File: src/design/trig_delay_pkg.sv
// package: register map, field layout, reset values and carriers for trigger routing
`default_nettype none
package trig_delay_pkg;

  // ----------------------------------------
  // register byte offsets
  // ----------------------------------------
  localparam logic [7:0] OFF_CTRL1 = 8'h00;
  localparam logic [7:0] OFF_CTRL2 = 8'h04;
  localparam logic [7:0] OFF_DLY_A = 8'h08;
  localparam logic [7:0] OFF_DLY_B = 8'h0c;
  localparam logic [7:0] OFF_SCR = 8'h10;
  localparam logic [7:0] OFF_STAT = 8'h14;
  localparam logic [7:0] UNIT_STRIDE = 8'h20;
  localparam logic [7:0] OFF_AMP_MAIN = 8'h40;
  localparam logic [7:0] OFF_AMP_AUX = 8'h44;
  localparam logic [7:0] OFF_WIN_MODE = 8'h48;
  localparam logic [7:0] OFF_ADC_SEL = 8'h4c;

  // ----------------------------------------
  // decoded register codes
  // ----------------------------------------
  localparam logic [2:0] F_CTRL1 = 3'h0;
  localparam logic [2:0] F_CTRL2 = 3'h1;
  localparam logic [2:0] F_DLY_A = 3'h2;
  localparam logic [2:0] F_DLY_B = 3'h3;
  localparam logic [2:0] F_SCR = 3'h4;
  localparam logic [2:0] F_STAT = 3'h5;
  localparam logic [4:0] REG_AMP_MAIN = 5'h10;
  localparam logic [4:0] REG_AMP_AUX = 5'h11;
  localparam logic [4:0] REG_WIN_MODE = 5'h12;
  localparam logic [4:0] REG_ADC_SEL = 5'h13;
  localparam logic [4:0] REG_NONE = 5'h1f;

  // ----------------------------------------
  // field positions
  // ----------------------------------------
  localparam int LOAD_BIT = 0;
  localparam int A_EN_HI = 2;
  localparam int A_EN_LO = 1;
  localparam int B_EN_HI = 5;
  localparam int B_EN_LO = 4;
  localparam int SEL_HI = 4;
  localparam int SEL_LO = 2;
  localparam int SCR_EN_BIT = 7;
  localparam int SCR_PIN_BIT = 6;
  localparam int AMP_TM_BIT = 7;
  localparam int AMP_GAIN_HI = 6;
  localparam int AMP_GAIN_LO = 2;
  localparam int AMP_EN_BIT = 0;
  localparam int CAL_HI = 4;
  localparam int CAL_LO = 3;

  // ----------------------------------------
  // encodings
  // ----------------------------------------
  localparam logic [2:0] SRC_COMP1 = 3'h1;
  localparam logic [2:0] SRC_COMP2 = 3'h2;
  localparam logic [2:0] SRC_COMP3 = 3'h3;
  localparam logic [2:0] SRC_INIT = 3'h4;
  localparam logic TM_HW = 1'b0;
  localparam logic [1:0] CAL_MISSION = 2'h0;
  localparam logic [4:0] AMP_ADC_CHANNEL = 5'h0d;
  localparam logic [15:0] CNT_START = 16'h0001;
  localparam logic [15:0] CNT_MAX = 16'hffff;

  // ----------------------------------------
  // reset values
  // ----------------------------------------
  localparam logic [7:0] CTRL_RST = 8'h00;
  localparam logic [15:0] DLY_RST = 16'h0000;
  localparam logic [7:0] AMP_RST = 8'h00;
  localparam logic [2:0] WIN_RST = 3'h0;
  localparam logic [4:0] ADC_SEL_RST = 5'h00;

  // ----------------------------------------
  // carriers and state
  // ----------------------------------------
  typedef struct packed {
    logic psel;
    logic penable;
    logic pwrite;
    logic [7:0] paddr;
    logic [31:0] pwdata;
  } apb_req_t;

  typedef struct packed {
    logic [31:0] prdata;
    logic pready;
    logic pslverr;
  } apb_rsp_t;

  typedef struct packed {
    logic [7:0] ctrl1;
    logic [7:0] ctrl2;
    logic [15:0] dly_a;
    logic [15:0] dly_b;
    logic [7:0] scr;
    logic [15:0] act_a;
    logic [15:0] act_b;
    logic [15:0] cnt;
    logic run;
    logic prev;
    logic trig_a;
    logic trig_b;
    logic pulse;
  } unit_t;

  typedef struct packed {
    unit_t [1:0] u;
    logic [7:0] amp_main;
    logic [7:0] amp_aux;
    logic [2:0] win_mode;
    logic [4:0] adc_sel;
    logic [2:0] cmp_s1;
    logic [2:0] cmp_s2;
    logic amp_trig;
    logic adc_trig;
    logic [4:0] adc_chan;
    logic [31:0] prdata;
  } state_t;

  localparam unit_t UNIT_RST = '{ctrl1: CTRL_RST, ctrl2: CTRL_RST, dly_a: DLY_RST,
    dly_b: DLY_RST, scr: CTRL_RST, act_a: DLY_RST, act_b: DLY_RST, cnt: DLY_RST,
    run: 1'b0, prev: 1'b0, trig_a: 1'b0, trig_b: 1'b0, pulse: 1'b0};

  localparam state_t STATE_RST = '{u: {UNIT_RST, UNIT_RST}, amp_main: AMP_RST,
    amp_aux: AMP_RST, win_mode: WIN_RST, adc_sel: ADC_SEL_RST, cmp_s1: 3'h0,
    cmp_s2: 3'h0, amp_trig: 1'b0, adc_trig: 1'b0, adc_chan: ADC_SEL_RST,
    prdata: 32'h0000_0000};

  // ----------------------------------------
  // decoders
  // ----------------------------------------
  function automatic logic [4:0] reg_decode(input logic [7:0] a);
    logic [4:0] r;
    r = REG_NONE;
    if (a[1:0] == 2'h0 && a[7:6] == 2'h0)
    begin
      unique case (a[4:0])
        OFF_CTRL1[4:0]: r = {1'b0, a[5], F_CTRL1};
        OFF_CTRL2[4:0]: r = {1'b0, a[5], F_CTRL2};
        OFF_DLY_A[4:0]: r = {1'b0, a[5], F_DLY_A};
        OFF_DLY_B[4:0]: r = {1'b0, a[5], F_DLY_B};
        OFF_SCR[4:0]: r = {1'b0, a[5], F_SCR};
        OFF_STAT[4:0]: r = {1'b0, a[5], F_STAT};
        default: r = REG_NONE;
      endcase
    end
    else if (a == OFF_AMP_MAIN) r = REG_AMP_MAIN;
    else if (a == OFF_AMP_AUX) r = REG_AMP_AUX;
    else if (a == OFF_WIN_MODE) r = REG_WIN_MODE;
    else if (a == OFF_ADC_SEL) r = REG_ADC_SEL;
    return r;
  endfunction

  function automatic logic pick_source(input logic [3:0] src, input logic [2:0] sel);
    logic r;
    r = 1'b0;
    unique case (sel)
      SRC_COMP1: r = src[0];
      SRC_COMP2: r = src[1];
      SRC_COMP3: r = src[2];
      SRC_INIT: r = src[3];
      default: r = 1'b0;
    endcase
    return r;
  endfunction

endpackage
`default_nettype wire

File: src/design/trigger_delay_routing.sv
// trigger routing and two programmable delay units with apb register access
// ----------------------------------------
// Functional notes
// - both unit one triggers, unequal delays, amplifier off: two adc triggers
// - amplifier started only by unit one trigger a
// - amplifier conversions use adc channel 13
// - amplifier done raises adc trigger automatically
// - unit two pulse is comparator window
// - comparators 1..3 feed start inputs 1..3
// - enabled timer init trigger feeds input four
// - control first 0x36 enables triggers a and b
// - control first 0x06 enables trigger a only
// - control second 0x10 selects timer init trigger
// - control second 0x04 selects comparator one
// - load bit copies delays into active compares
// - status control 0xc0 enables unit and pin
// - delay b 300 fires 301 clocks after start edge
// - comparator rising edge starts delayed trigger
// - windowed comparator edges pass only inside window
// - amplifier hardware mode bit7 low, enable bit0
// - amplifier gain from bits 4..2, 1..32 for codes 0..5
// - calibration field 00 means mission mode
// - pulse rises at match a, falls at b
// - delays count bus clocks
// ----------------------------------------
//
// Design decisions made here: the placing of the registers and register access over APB.
`default_nettype none
module trigger_delay_routing
  import trig_delay_pkg::*;
(
  input wire logic core_clk_in,
  input wire logic rst_in,
  input wire apb_req_t apb_in,
  output apb_rsp_t apb_out,
  input wire logic [2:0] comparator_output_in,
  input wire logic timer_init_trigger_in,
  input wire logic init_trigger_enable_in,
  input wire logic amp_sample_done_in,
  output logic [1:0] delayed_trigger_a_out,
  output logic [1:0] delayed_trigger_b_out,
  output logic [1:0] window_pulse_output_out,
  output logic [1:0] pulse_output_pin_out,
  output logic [2:0] comparator_window_out,
  output logic amp_hw_trigger_out,
  output logic amp_enable_out,
  output logic amp_mission_mode_out,
  output logic [5:0] amp_gain_out,
  output logic adc_trigger_out,
  output logic [4:0] adc_channel_out
);

  // ----------------------------------------
  // state and shared terms
  // ----------------------------------------
  state_t s_q;
  state_t s_d;
  logic [2:0] comp_gated;
  logic [3:0] start_src;
  logic amp_active;
  logic [4:0] bus_idx;
  logic bus_setup;
  logic bus_access;

  // comparator edges gated by unit two window
  assign comp_gated = s_q.cmp_s2 & (~s_q.win_mode | {3{s_q.u[1].pulse}});
  // start inputs one to three from comparators, four from timer
  assign start_src = {timer_init_trigger_in & init_trigger_enable_in, comp_gated};

  // hardware trigger mode, enabled, mission mode
  assign amp_active = s_q.amp_main[AMP_EN_BIT] && (s_q.amp_main[AMP_TM_BIT] == TM_HW) &&
    (s_q.amp_aux[CAL_HI:CAL_LO] == CAL_MISSION);

  assign bus_idx = reg_decode(apb_in.paddr);
  assign bus_setup = apb_in.psel && !apb_in.penable;
  assign bus_access = apb_in.psel && apb_in.penable;

  // ----------------------------------------
  // next state
  // ----------------------------------------
  always_comb
  begin
    logic lvl;
    logic start;
    logic en;
    logic amatch;
    logic bmatch;
    logic a_to_adc;
    lvl = 1'b0;
    start = 1'b0;
    en = 1'b0;
    amatch = 1'b0;
    bmatch = 1'b0;
    a_to_adc = 1'b0;
    s_d = s_q;

    // two-flop synchroniser for comparator outputs
    s_d.cmp_s1 = comparator_output_in;
    s_d.cmp_s2 = s_q.cmp_s1;

    for (int i = 0; i < 2; i++)
    begin
      en = s_q.u[i].scr[SCR_EN_BIT];
      lvl = pick_source(start_src, s_q.u[i].ctrl2[SEL_HI:SEL_LO]);
      start = en && lvl && !s_q.u[i].prev;
      s_d.u[i].prev = lvl;
      amatch = s_q.u[i].run && (s_q.u[i].cnt == s_q.u[i].act_a);
      bmatch = s_q.u[i].run && (s_q.u[i].cnt == s_q.u[i].act_b);
      s_d.u[i].trig_a = amatch && (s_q.u[i].ctrl1[A_EN_HI:A_EN_LO] != 2'h0);
      s_d.u[i].trig_b = bmatch && (s_q.u[i].ctrl1[B_EN_HI:B_EN_LO] != 2'h0);
      if (amatch)
      begin
        s_d.u[i].pulse = 1'b1;
      end
      if (bmatch)
      begin
        s_d.u[i].pulse = 1'b0;
      end
      if (s_q.u[i].run)
      begin
        s_d.u[i].cnt = 16'(s_q.u[i].cnt + CNT_START);
        if (s_q.u[i].cnt == CNT_MAX)
        begin
          s_d.u[i].run = 1'b0;
        end
      end
      if (start)
      begin
        s_d.u[i].cnt = CNT_START;
        s_d.u[i].run = 1'b1;
      end
      if (!en)
      begin
        s_d.u[i].run = 1'b0;
        s_d.u[i].pulse = 1'b0;
        s_d.u[i].trig_a = 1'b0;
        s_d.u[i].trig_b = 1'b0;
      end
      // load bit moves buffered delays into compares, then clears
      if (s_q.u[i].ctrl1[LOAD_BIT])
      begin
        s_d.u[i].act_a = s_q.u[i].dly_a;
        s_d.u[i].act_b = s_q.u[i].dly_b;
        s_d.u[i].ctrl1[LOAD_BIT] = 1'b0;
      end
    end

    // amplifier and adc trigger routing, unit one only
    s_d.amp_trig = s_q.u[0].trig_a && amp_active;
    a_to_adc = s_q.u[0].trig_a && !amp_active;
    s_d.adc_trig = a_to_adc || s_q.u[0].trig_b || amp_sample_done_in;
    if (amp_sample_done_in)
    begin
      s_d.adc_chan = AMP_ADC_CHANNEL;
    end
    else if (a_to_adc || s_q.u[0].trig_b)
    begin
      s_d.adc_chan = s_q.adc_sel;
    end

    // apb read data captured in setup phase
    if (bus_setup)
    begin
      s_d.prdata = 32'h0000_0000;
      if (bus_idx[4] == 1'b0)
      begin
        unique case (bus_idx[2:0])
          F_CTRL1: s_d.prdata = {24'h0, s_q.u[bus_idx[3]].ctrl1};
          F_CTRL2: s_d.prdata = {24'h0, s_q.u[bus_idx[3]].ctrl2};
          F_DLY_A: s_d.prdata = {16'h0, s_q.u[bus_idx[3]].dly_a};
          F_DLY_B: s_d.prdata = {16'h0, s_q.u[bus_idx[3]].dly_b};
          F_SCR: s_d.prdata = {24'h0, s_q.u[bus_idx[3]].scr};
          F_STAT: s_d.prdata = {14'h0, s_q.u[bus_idx[3]].pulse, s_q.u[bus_idx[3]].run,
            s_q.u[bus_idx[3]].cnt};
          default: s_d.prdata = 32'h0000_0000;
        endcase
      end
      else
      begin
        unique case (bus_idx)
          REG_AMP_MAIN: s_d.prdata = {24'h0, s_q.amp_main};
          REG_AMP_AUX: s_d.prdata = {24'h0, s_q.amp_aux};
          REG_WIN_MODE: s_d.prdata = {29'h0, s_q.win_mode};
          REG_ADC_SEL: s_d.prdata = {27'h0, s_q.adc_sel};
          default: s_d.prdata = 32'h0000_0000;
        endcase
      end
    end

    // apb write in access phase
    if (bus_access && apb_in.pwrite)
    begin
      if (bus_idx[4] == 1'b0)
      begin
        unique case (bus_idx[2:0])
          F_CTRL1: s_d.u[bus_idx[3]].ctrl1 = apb_in.pwdata[7:0];
          F_CTRL2: s_d.u[bus_idx[3]].ctrl2 = apb_in.pwdata[7:0];
          F_DLY_A: s_d.u[bus_idx[3]].dly_a = apb_in.pwdata[15:0];
          F_DLY_B: s_d.u[bus_idx[3]].dly_b = apb_in.pwdata[15:0];
          F_SCR: s_d.u[bus_idx[3]].scr = apb_in.pwdata[7:0];
          default: s_d.prdata = s_d.prdata;
        endcase
      end
      else
      begin
        unique case (bus_idx)
          REG_AMP_MAIN: s_d.amp_main = apb_in.pwdata[7:0];
          REG_AMP_AUX: s_d.amp_aux = apb_in.pwdata[7:0];
          REG_WIN_MODE: s_d.win_mode = apb_in.pwdata[2:0];
          REG_ADC_SEL: s_d.adc_sel = apb_in.pwdata[4:0];
          default: s_d.prdata = s_d.prdata;
        endcase
      end
    end
  end

  always_ff @(posedge core_clk_in)
  begin
    if (rst_in) s_q <= STATE_RST;
    else s_q <= s_d;
  end

  // ----------------------------------------
  // outputs
  // ----------------------------------------
  assign apb_out.prdata = s_q.prdata;
  assign apb_out.pready = bus_access;
  assign apb_out.pslverr = bus_access && (bus_idx == REG_NONE);

  for (genvar g = 0; g < 2; g++)
  begin : g_unit_out
    assign delayed_trigger_a_out[g] = s_q.u[g].trig_a;
    assign delayed_trigger_b_out[g] = s_q.u[g].trig_b;
    assign window_pulse_output_out[g] = s_q.u[g].pulse;
    assign pulse_output_pin_out[g] = s_q.u[g].pulse && s_q.u[g].scr[SCR_PIN_BIT];
  end

  assign comparator_window_out = {3{s_q.u[1].pulse}};
  assign amp_hw_trigger_out = s_q.amp_trig;
  assign amp_enable_out = s_q.amp_main[AMP_EN_BIT];
  assign amp_mission_mode_out = (s_q.amp_aux[CAL_HI:CAL_LO] == CAL_MISSION);
  assign amp_gain_out = 6'(6'h01 << s_q.amp_main[AMP_GAIN_LO+2:AMP_GAIN_LO]);
  assign adc_trigger_out = s_q.adc_trig;
  assign adc_channel_out = s_q.adc_chan;
endmodule
`default_nettype wire

File: config.mk
export PLATFORM = sky130hd
export DESIGN_NAME = trigger_delay_routing
export DESIGN_NICKNAME = d
export VERILOG_FILES = /design/src/design/trig_delay_pkg.sv /design/src/design/trigger_delay_routing.sv
export SDC_FILE = /design/constraint.sdc
export NUM_CORES = 1
export LEC_CHECK = 0
export BUFFER_PORTS_ARGS = -buffer_cell sky130_fd_sc_hd__buf_2
export CAP_MARGIN = 40
export CORE_ASPECT_RATIO = 0.7
export CORE_UTILIZATION = 45
export CTS_BUF_LIST = sky130_fd_sc_hd__clkbuf_8
export CTS_CLUSTER_SIZE = 40
export DETAILED_ROUTE_END_ITERATION = 8
export PLACE_DENSITY = 0.74
export SLEW_MARGIN = 10
export SYNTH_ARGS = -nofsm -noshare
export SYNTH_HDL_FRONTEND = slang
export SYNTH_SLANG_ARGS = --single-unit
File: constraint.sdc
create_clock -name core_clk_in -period 3.4 [get_ports core_clk_in]
set_clock_uncertainty 0.15 [all_clocks]
set_input_delay 0.68 -clock core_clk_in [delete_from_list [all_inputs] [get_ports core_clk_in]]
set_output_delay 0.68 -clock core_clk_in [all_outputs]
set_load 0.1 [all_outputs]
======== After elaboration in Yosys (flattened, before gate mapping) ========
Index checks and enable logic that the tools add are counted.
storage, ports and cells
  flip-flop bits (word level) ............. 287
  output and inout bits ................... 60
  word-level logic and storage cells ...... 186
operators by class
  $add $sub $neg .......................... 2
  $lt $le $gt $ge ......................... 2
  eq/ne operators ......................... 33
  shift-type cells ........................ 1
  muxes and demuxes ....................... 54
  bitwise gates (word level) .............. 7
  reduce and logical (&&, ||, !) cells .... 48
operator list
  operator                 number
  $bwmux W218              5
  $pmux W218 S5            1
  $demux W109 S1           5
  $mux W109                3
  $mux W186                1
  $mux W162                1
  $pmux W18 S6             1
  $mux W101                1
  $mux W32                 3
  $mux W93                 1
  $mux W77                 1
  $mux W17                 4
  $eq A16 B16 Y1           4
  $mux W61                 1
  $eq A5 B5 Y1 const B     7
  $add A16 B1 Y16 const B  2
  $eq A16 B16 Y1 const B   2
  $eq A8 B7 Y1 const B     4
  $pmux W8 S4              1
  $pmux W5 S6              1
  $logic_and A1 B1 Y1      24
  $mux W24                 1
  $mux W4                  6
  $eq A3 B2 Y1 const B     6
  27 further kinds         61

======== Logic depth before layout (Yosys ltp) ========
  depth in word-level cells ............... 14
  gate-level depth with buffers ........... 9
  mapped depth without buffers ............ 6

======== Worst setup path before layout ========
OpenSTA, ideal clock, no wires.
  kind .................................... reg-to-output
  start point ............................. register s_q[63] (netlist name)
  end point ............................... output amp_gain_out[1]
  data arrival time ....................... 2629 ps
  data required time ...................... 2570 ps
  slack ................................... -59 ps
  cell stages (with the launch flop) ...... 2
  cells stage by stage .................... dfxtp_1 -> nor3b_1
between the ends
  longest elaborated chain between the ends .. 1
RTL lines
  element                   line                          source
  start: declaration        trigger_delay_routing.sv:56   state_t s_q;
  start signal: assignment  trigger_delay_routing.sv:219  if (rst_in) s_q <= STATE_RST;
  start signal: assignment  trigger_delay_routing.sv:220  else s_q <= s_d;
  $shl A1 B3 Y6             trigger_delay_routing.sv:242  assign amp_gain_out = 6'(6'h01 << s_q.amp_main[AMP_GAIN_LO+2:AMP_GAIN_LO]);
  end: declaration          trigger_delay_routing.sv:48   output logic [5:0] amp_gain_out,
No other way between the ends.

==> key figures <==
Synth
  – Async SR Flop Fraction: 0
  – Register area share after synthesis: 0.427
  – Mapped Avg Cell Area: 8.50 µm²
  – Netlist cell types: 57
  – Post-synth EDFFs: 0
  – Mapped Cells: 1505
  – Synth Flop Type: dfxtp_1
  – Mapped cell area: 0.0128 mm²
  – YS warnings: 0
  – Register bit total from synthesis: 273

Clock network
  – H-tree levels: 2
  – Clock transition at the registers of the reported paths: 0.06 ns
  – Setup Buffers After CTS: 0
  – Worst skew pair latency: 0.57 ns
  – Max clock buf depth: 3
  – Hold buffer count at CTS: 0
  – CTS buffer count: 43
  – Clock sinks: 273
  – Clock root cell: clkbuf_8
  – Resize count post-CTS: 0
  – CTS tree: yes

Critical path
  – Kind of critical path: input pin to output pin
  – Crit path launch type: input pin
  – Crit path DAT: 2.37 ns
  – CP required: 2.57 ns
  – Largest fanout on the critical path: 10
  – RR Startpoint: comparator_window_out[0]
  – CP max stage delay: 0.56 ns
  – R2R Setup Slk: 1.01 ns
  – Critical Path End Type: output pin
  – Cell mode on critical path: buf_2
  – R2r worst-path depth: 6
  – CP max stage cell: or3_1
  – Worst reg2reg path endpoint: s_q[82]
  – Crit-path cells: buf_2, or3_1, nor2_1, nand2_1, and3b_1, buf_2

Placed design
  – DP HPWL: 28000 µm
  – IO buf count: 80
  – Placed insts: 1851
  – Final Wtd Congestion: 0.994
  – Dpl ws: 0.241 ns

Power
  – VDD IR max: 0.223 mV
  – Switch Pwr: 1.64 mW
  – Pwr Density: 449 mW/mm²
  – Clock power share: 0.429
  – Sequential power share: 0.508
  – Sw Share: 0.259
  – Int Power: 4.69 mW
  – Comb pwr share: 0.063
  – Leak: 4.89 nW

Floorplanning
  – Die area: 0.0291 mm²
  – Initial Utilization: 0.459
  – Die width: 204 µm
  – Die Y: 143 µm
  – Core Area: 0.0279 mm²
  – # rows: 51
  – Num ports: 111

STA
  – Unrepaired setup endpoints after global routing: no
  – Fin. Hold Viols: 0
  – Fin crit period: 3.20 ns
  – Final max-slew violation count: 0
  – Final setup margin: 0.204 ns
  – Hold_ws: 0.169 ns
  – Final period utilization: 0.940
  – Maximum clock frequency: 313 MHz
  – Worst Tran Pin Value: 0.809 ns
  – Slew margin rel.: 0.459
  – Final setup viols: 0
  – Setup TNS: 0 ns

Global routing
  – Initial antenna violation count: 1
  – All-Layer GR Usage: 0.266
  – Grt ovf: 0
  – Pin count of the biggest net entering global routing: 66
  – First-pass GRT wire length: 59000 µm
  – Vias in the first global route: 10100

Route
  – TritonRoute pass-1 iters: 5
  – Vias per cell: 5.78
  – Routed vias: 11100
  – Initial DRC count: 1390
  – WL/cell: 20.3 µm
  – Drc violations: 0
  – Antenna viol nets, final: 0
  – DRT Wirelength: 39100 µm

Layout
  – Share of cells above drive strength 1: 0.145
  – Fin nets: 1578
  – Most frequent cells in the layout: dfxtp_1 (271), nand2_1 (214), nor2_1 (178)
  – Antenna Diode Count: 0
  – Most common cell after layout, fill and taps aside: dfxtp_1
  – P&R area growth vs syn: 10.1%
  – Final Non-Filler Cells: 1928

Flow run
  – Max Cap Violations: 0

Worst hold path
  – Hold Path Stages: 2
  – Hold_sp: amp_sample_done_in
  – Hold EP: adc_channel_out[4]
  – Worst Hold Class: input pin to flip-flop

Status
  – Status: finished clean
## cells by family (layout without fill, tap and decap cells)
| kind of cell | after synthesis | in the layout | share of synthesized area |
|---|---|---|---|
| and+or+nand+nor | 561 | 561 | 0.199 |
| buffers and inverters | 166 | 205 | 0.0639 |
| AOI/OAI and AO/OA | 262 | 262 | 0.125 |
| adders and majority gates | 2 | 2 | 0.00196 |
| DFF | 273 | 273 | 0.427 |
| xor gates and xnor gates | 94 | 94 | 0.0643 |
| muxes | 146 | 146 | 0.118 |
| other | 1 | 14 | 0.000293 |
## state kept, by name (all words and copies together), names as in the netlist
| register | flops |
|---|---|
| s_q | 238 |
| apb_out | 18 |
| adc_channel_out | 5 |
| s_d | 3 |
| delayed_trigger_a_out | 2 |
| delayed_trigger_b_out | 2 |
| adc_trigger_out | 1 |
| amp_enable_out | 1 |
| amp_hw_trigger_out | 1 |
| comparator_window_out | 1 |
| window_pulse_output_out | 1 |
## cells in the mapped netlist, drive strengths merged (3+ instances only)
cell type,instances,area [µm²]
a21oi,120,601
and3,12,75.1
o22ai,8,50.1
o311ai,5,43.8
o31ai,10,75.1
a31oi,10,62.6
nor4,7,43.8
mux2i,123,1230
a211oi,6,45.0
nor3,26,135
nor2b,19,119
xnor2,72,631
clkbuf,92,348
mux2,21,236
nand3,24,120
nand2,217,822
a311oi,9,78.8
o21ai,46,230
and3b,4,35.0
o211ai,4,30.0
dfxtp,273,5470
a221oi,20,175
a22oi,7,52.6
nand3b,5,37.5
nand4,21,131
and2,8,50.1
a22o,3,26.3
buf,71,459
nor3b,11,93.8
xor2,22,193
nand2b,10,62.6
or3,3,18.8
nor2,188,756
a221o,4,40.0
## layer usage
metal  track usage  up-vias  share of wire
li1              -     5160              -
met1         0.388     5353           0.46
met2         0.373      541           0.41
met3        0.0749       78           0.11
met4        0.0748        4          0.021
met5        0.0136        -         0.0017
## how the worst max path moves through the flow
stage | start | to | cells past startpoint | slack (ns)
floorplan | s_q[63] | amp_gain_out[1] | 1 | -0.06
global placement | apb_in[39] | apb_out[0] | 6 | 0.21
detailed placement | apb_in[39] | s_q[122] | 10 | 0.24
CTS | apb_in[39] | apb_out[0] | 6 | 0.25
global route | apb_in[39] | apb_out[0] | 6 | 0.11
finish | apb_in[39] | apb_out[0] | 6 | 0.20
## power groups by stage
stage          Clock [mW]  Sequential [mW]  Combinational, mW
2_1_floorplan           0             3.29              0.289
3_3_place_gp            0             3.29              0.387
3_5_place_dp            0             3.29              0.389
4_1_cts              2.77             3.22              0.389
5_1_grt              2.92             3.21              0.411
6_report             2.71             3.22              0.400
## per-stage QoR
stage	instance area (µm²)	utilization	total power, mW
final	14100	0.505	6.33
after global routing	14100	0.505	6.54
after CTS	14100	0.505	6.37
after detailed placement	13300	0.475	3.68
after global placement	13300	0.475	3.67
after floorplan	12800	-	3.58
## final cells by class
type / instances / area (µm²)
Timing Repair Buffer: 125 / 744
Sequential cell: 273 / 5470
Multi-Input combinational cell: 1079 / 6570
Fill cell: 2604 / 13800
Inverter: 3 / 11.3
Clock buffer: 53 / 729
Tap cell: 371 / 464
Clock inverter: 24 / 105
## critical path: cells and delay by family
family,cells,cell delay (ns)
buffers and inverters,2,0.42
AND/OR/NAND/NOR,4,1.26
(Power assumes the default switching activity.)
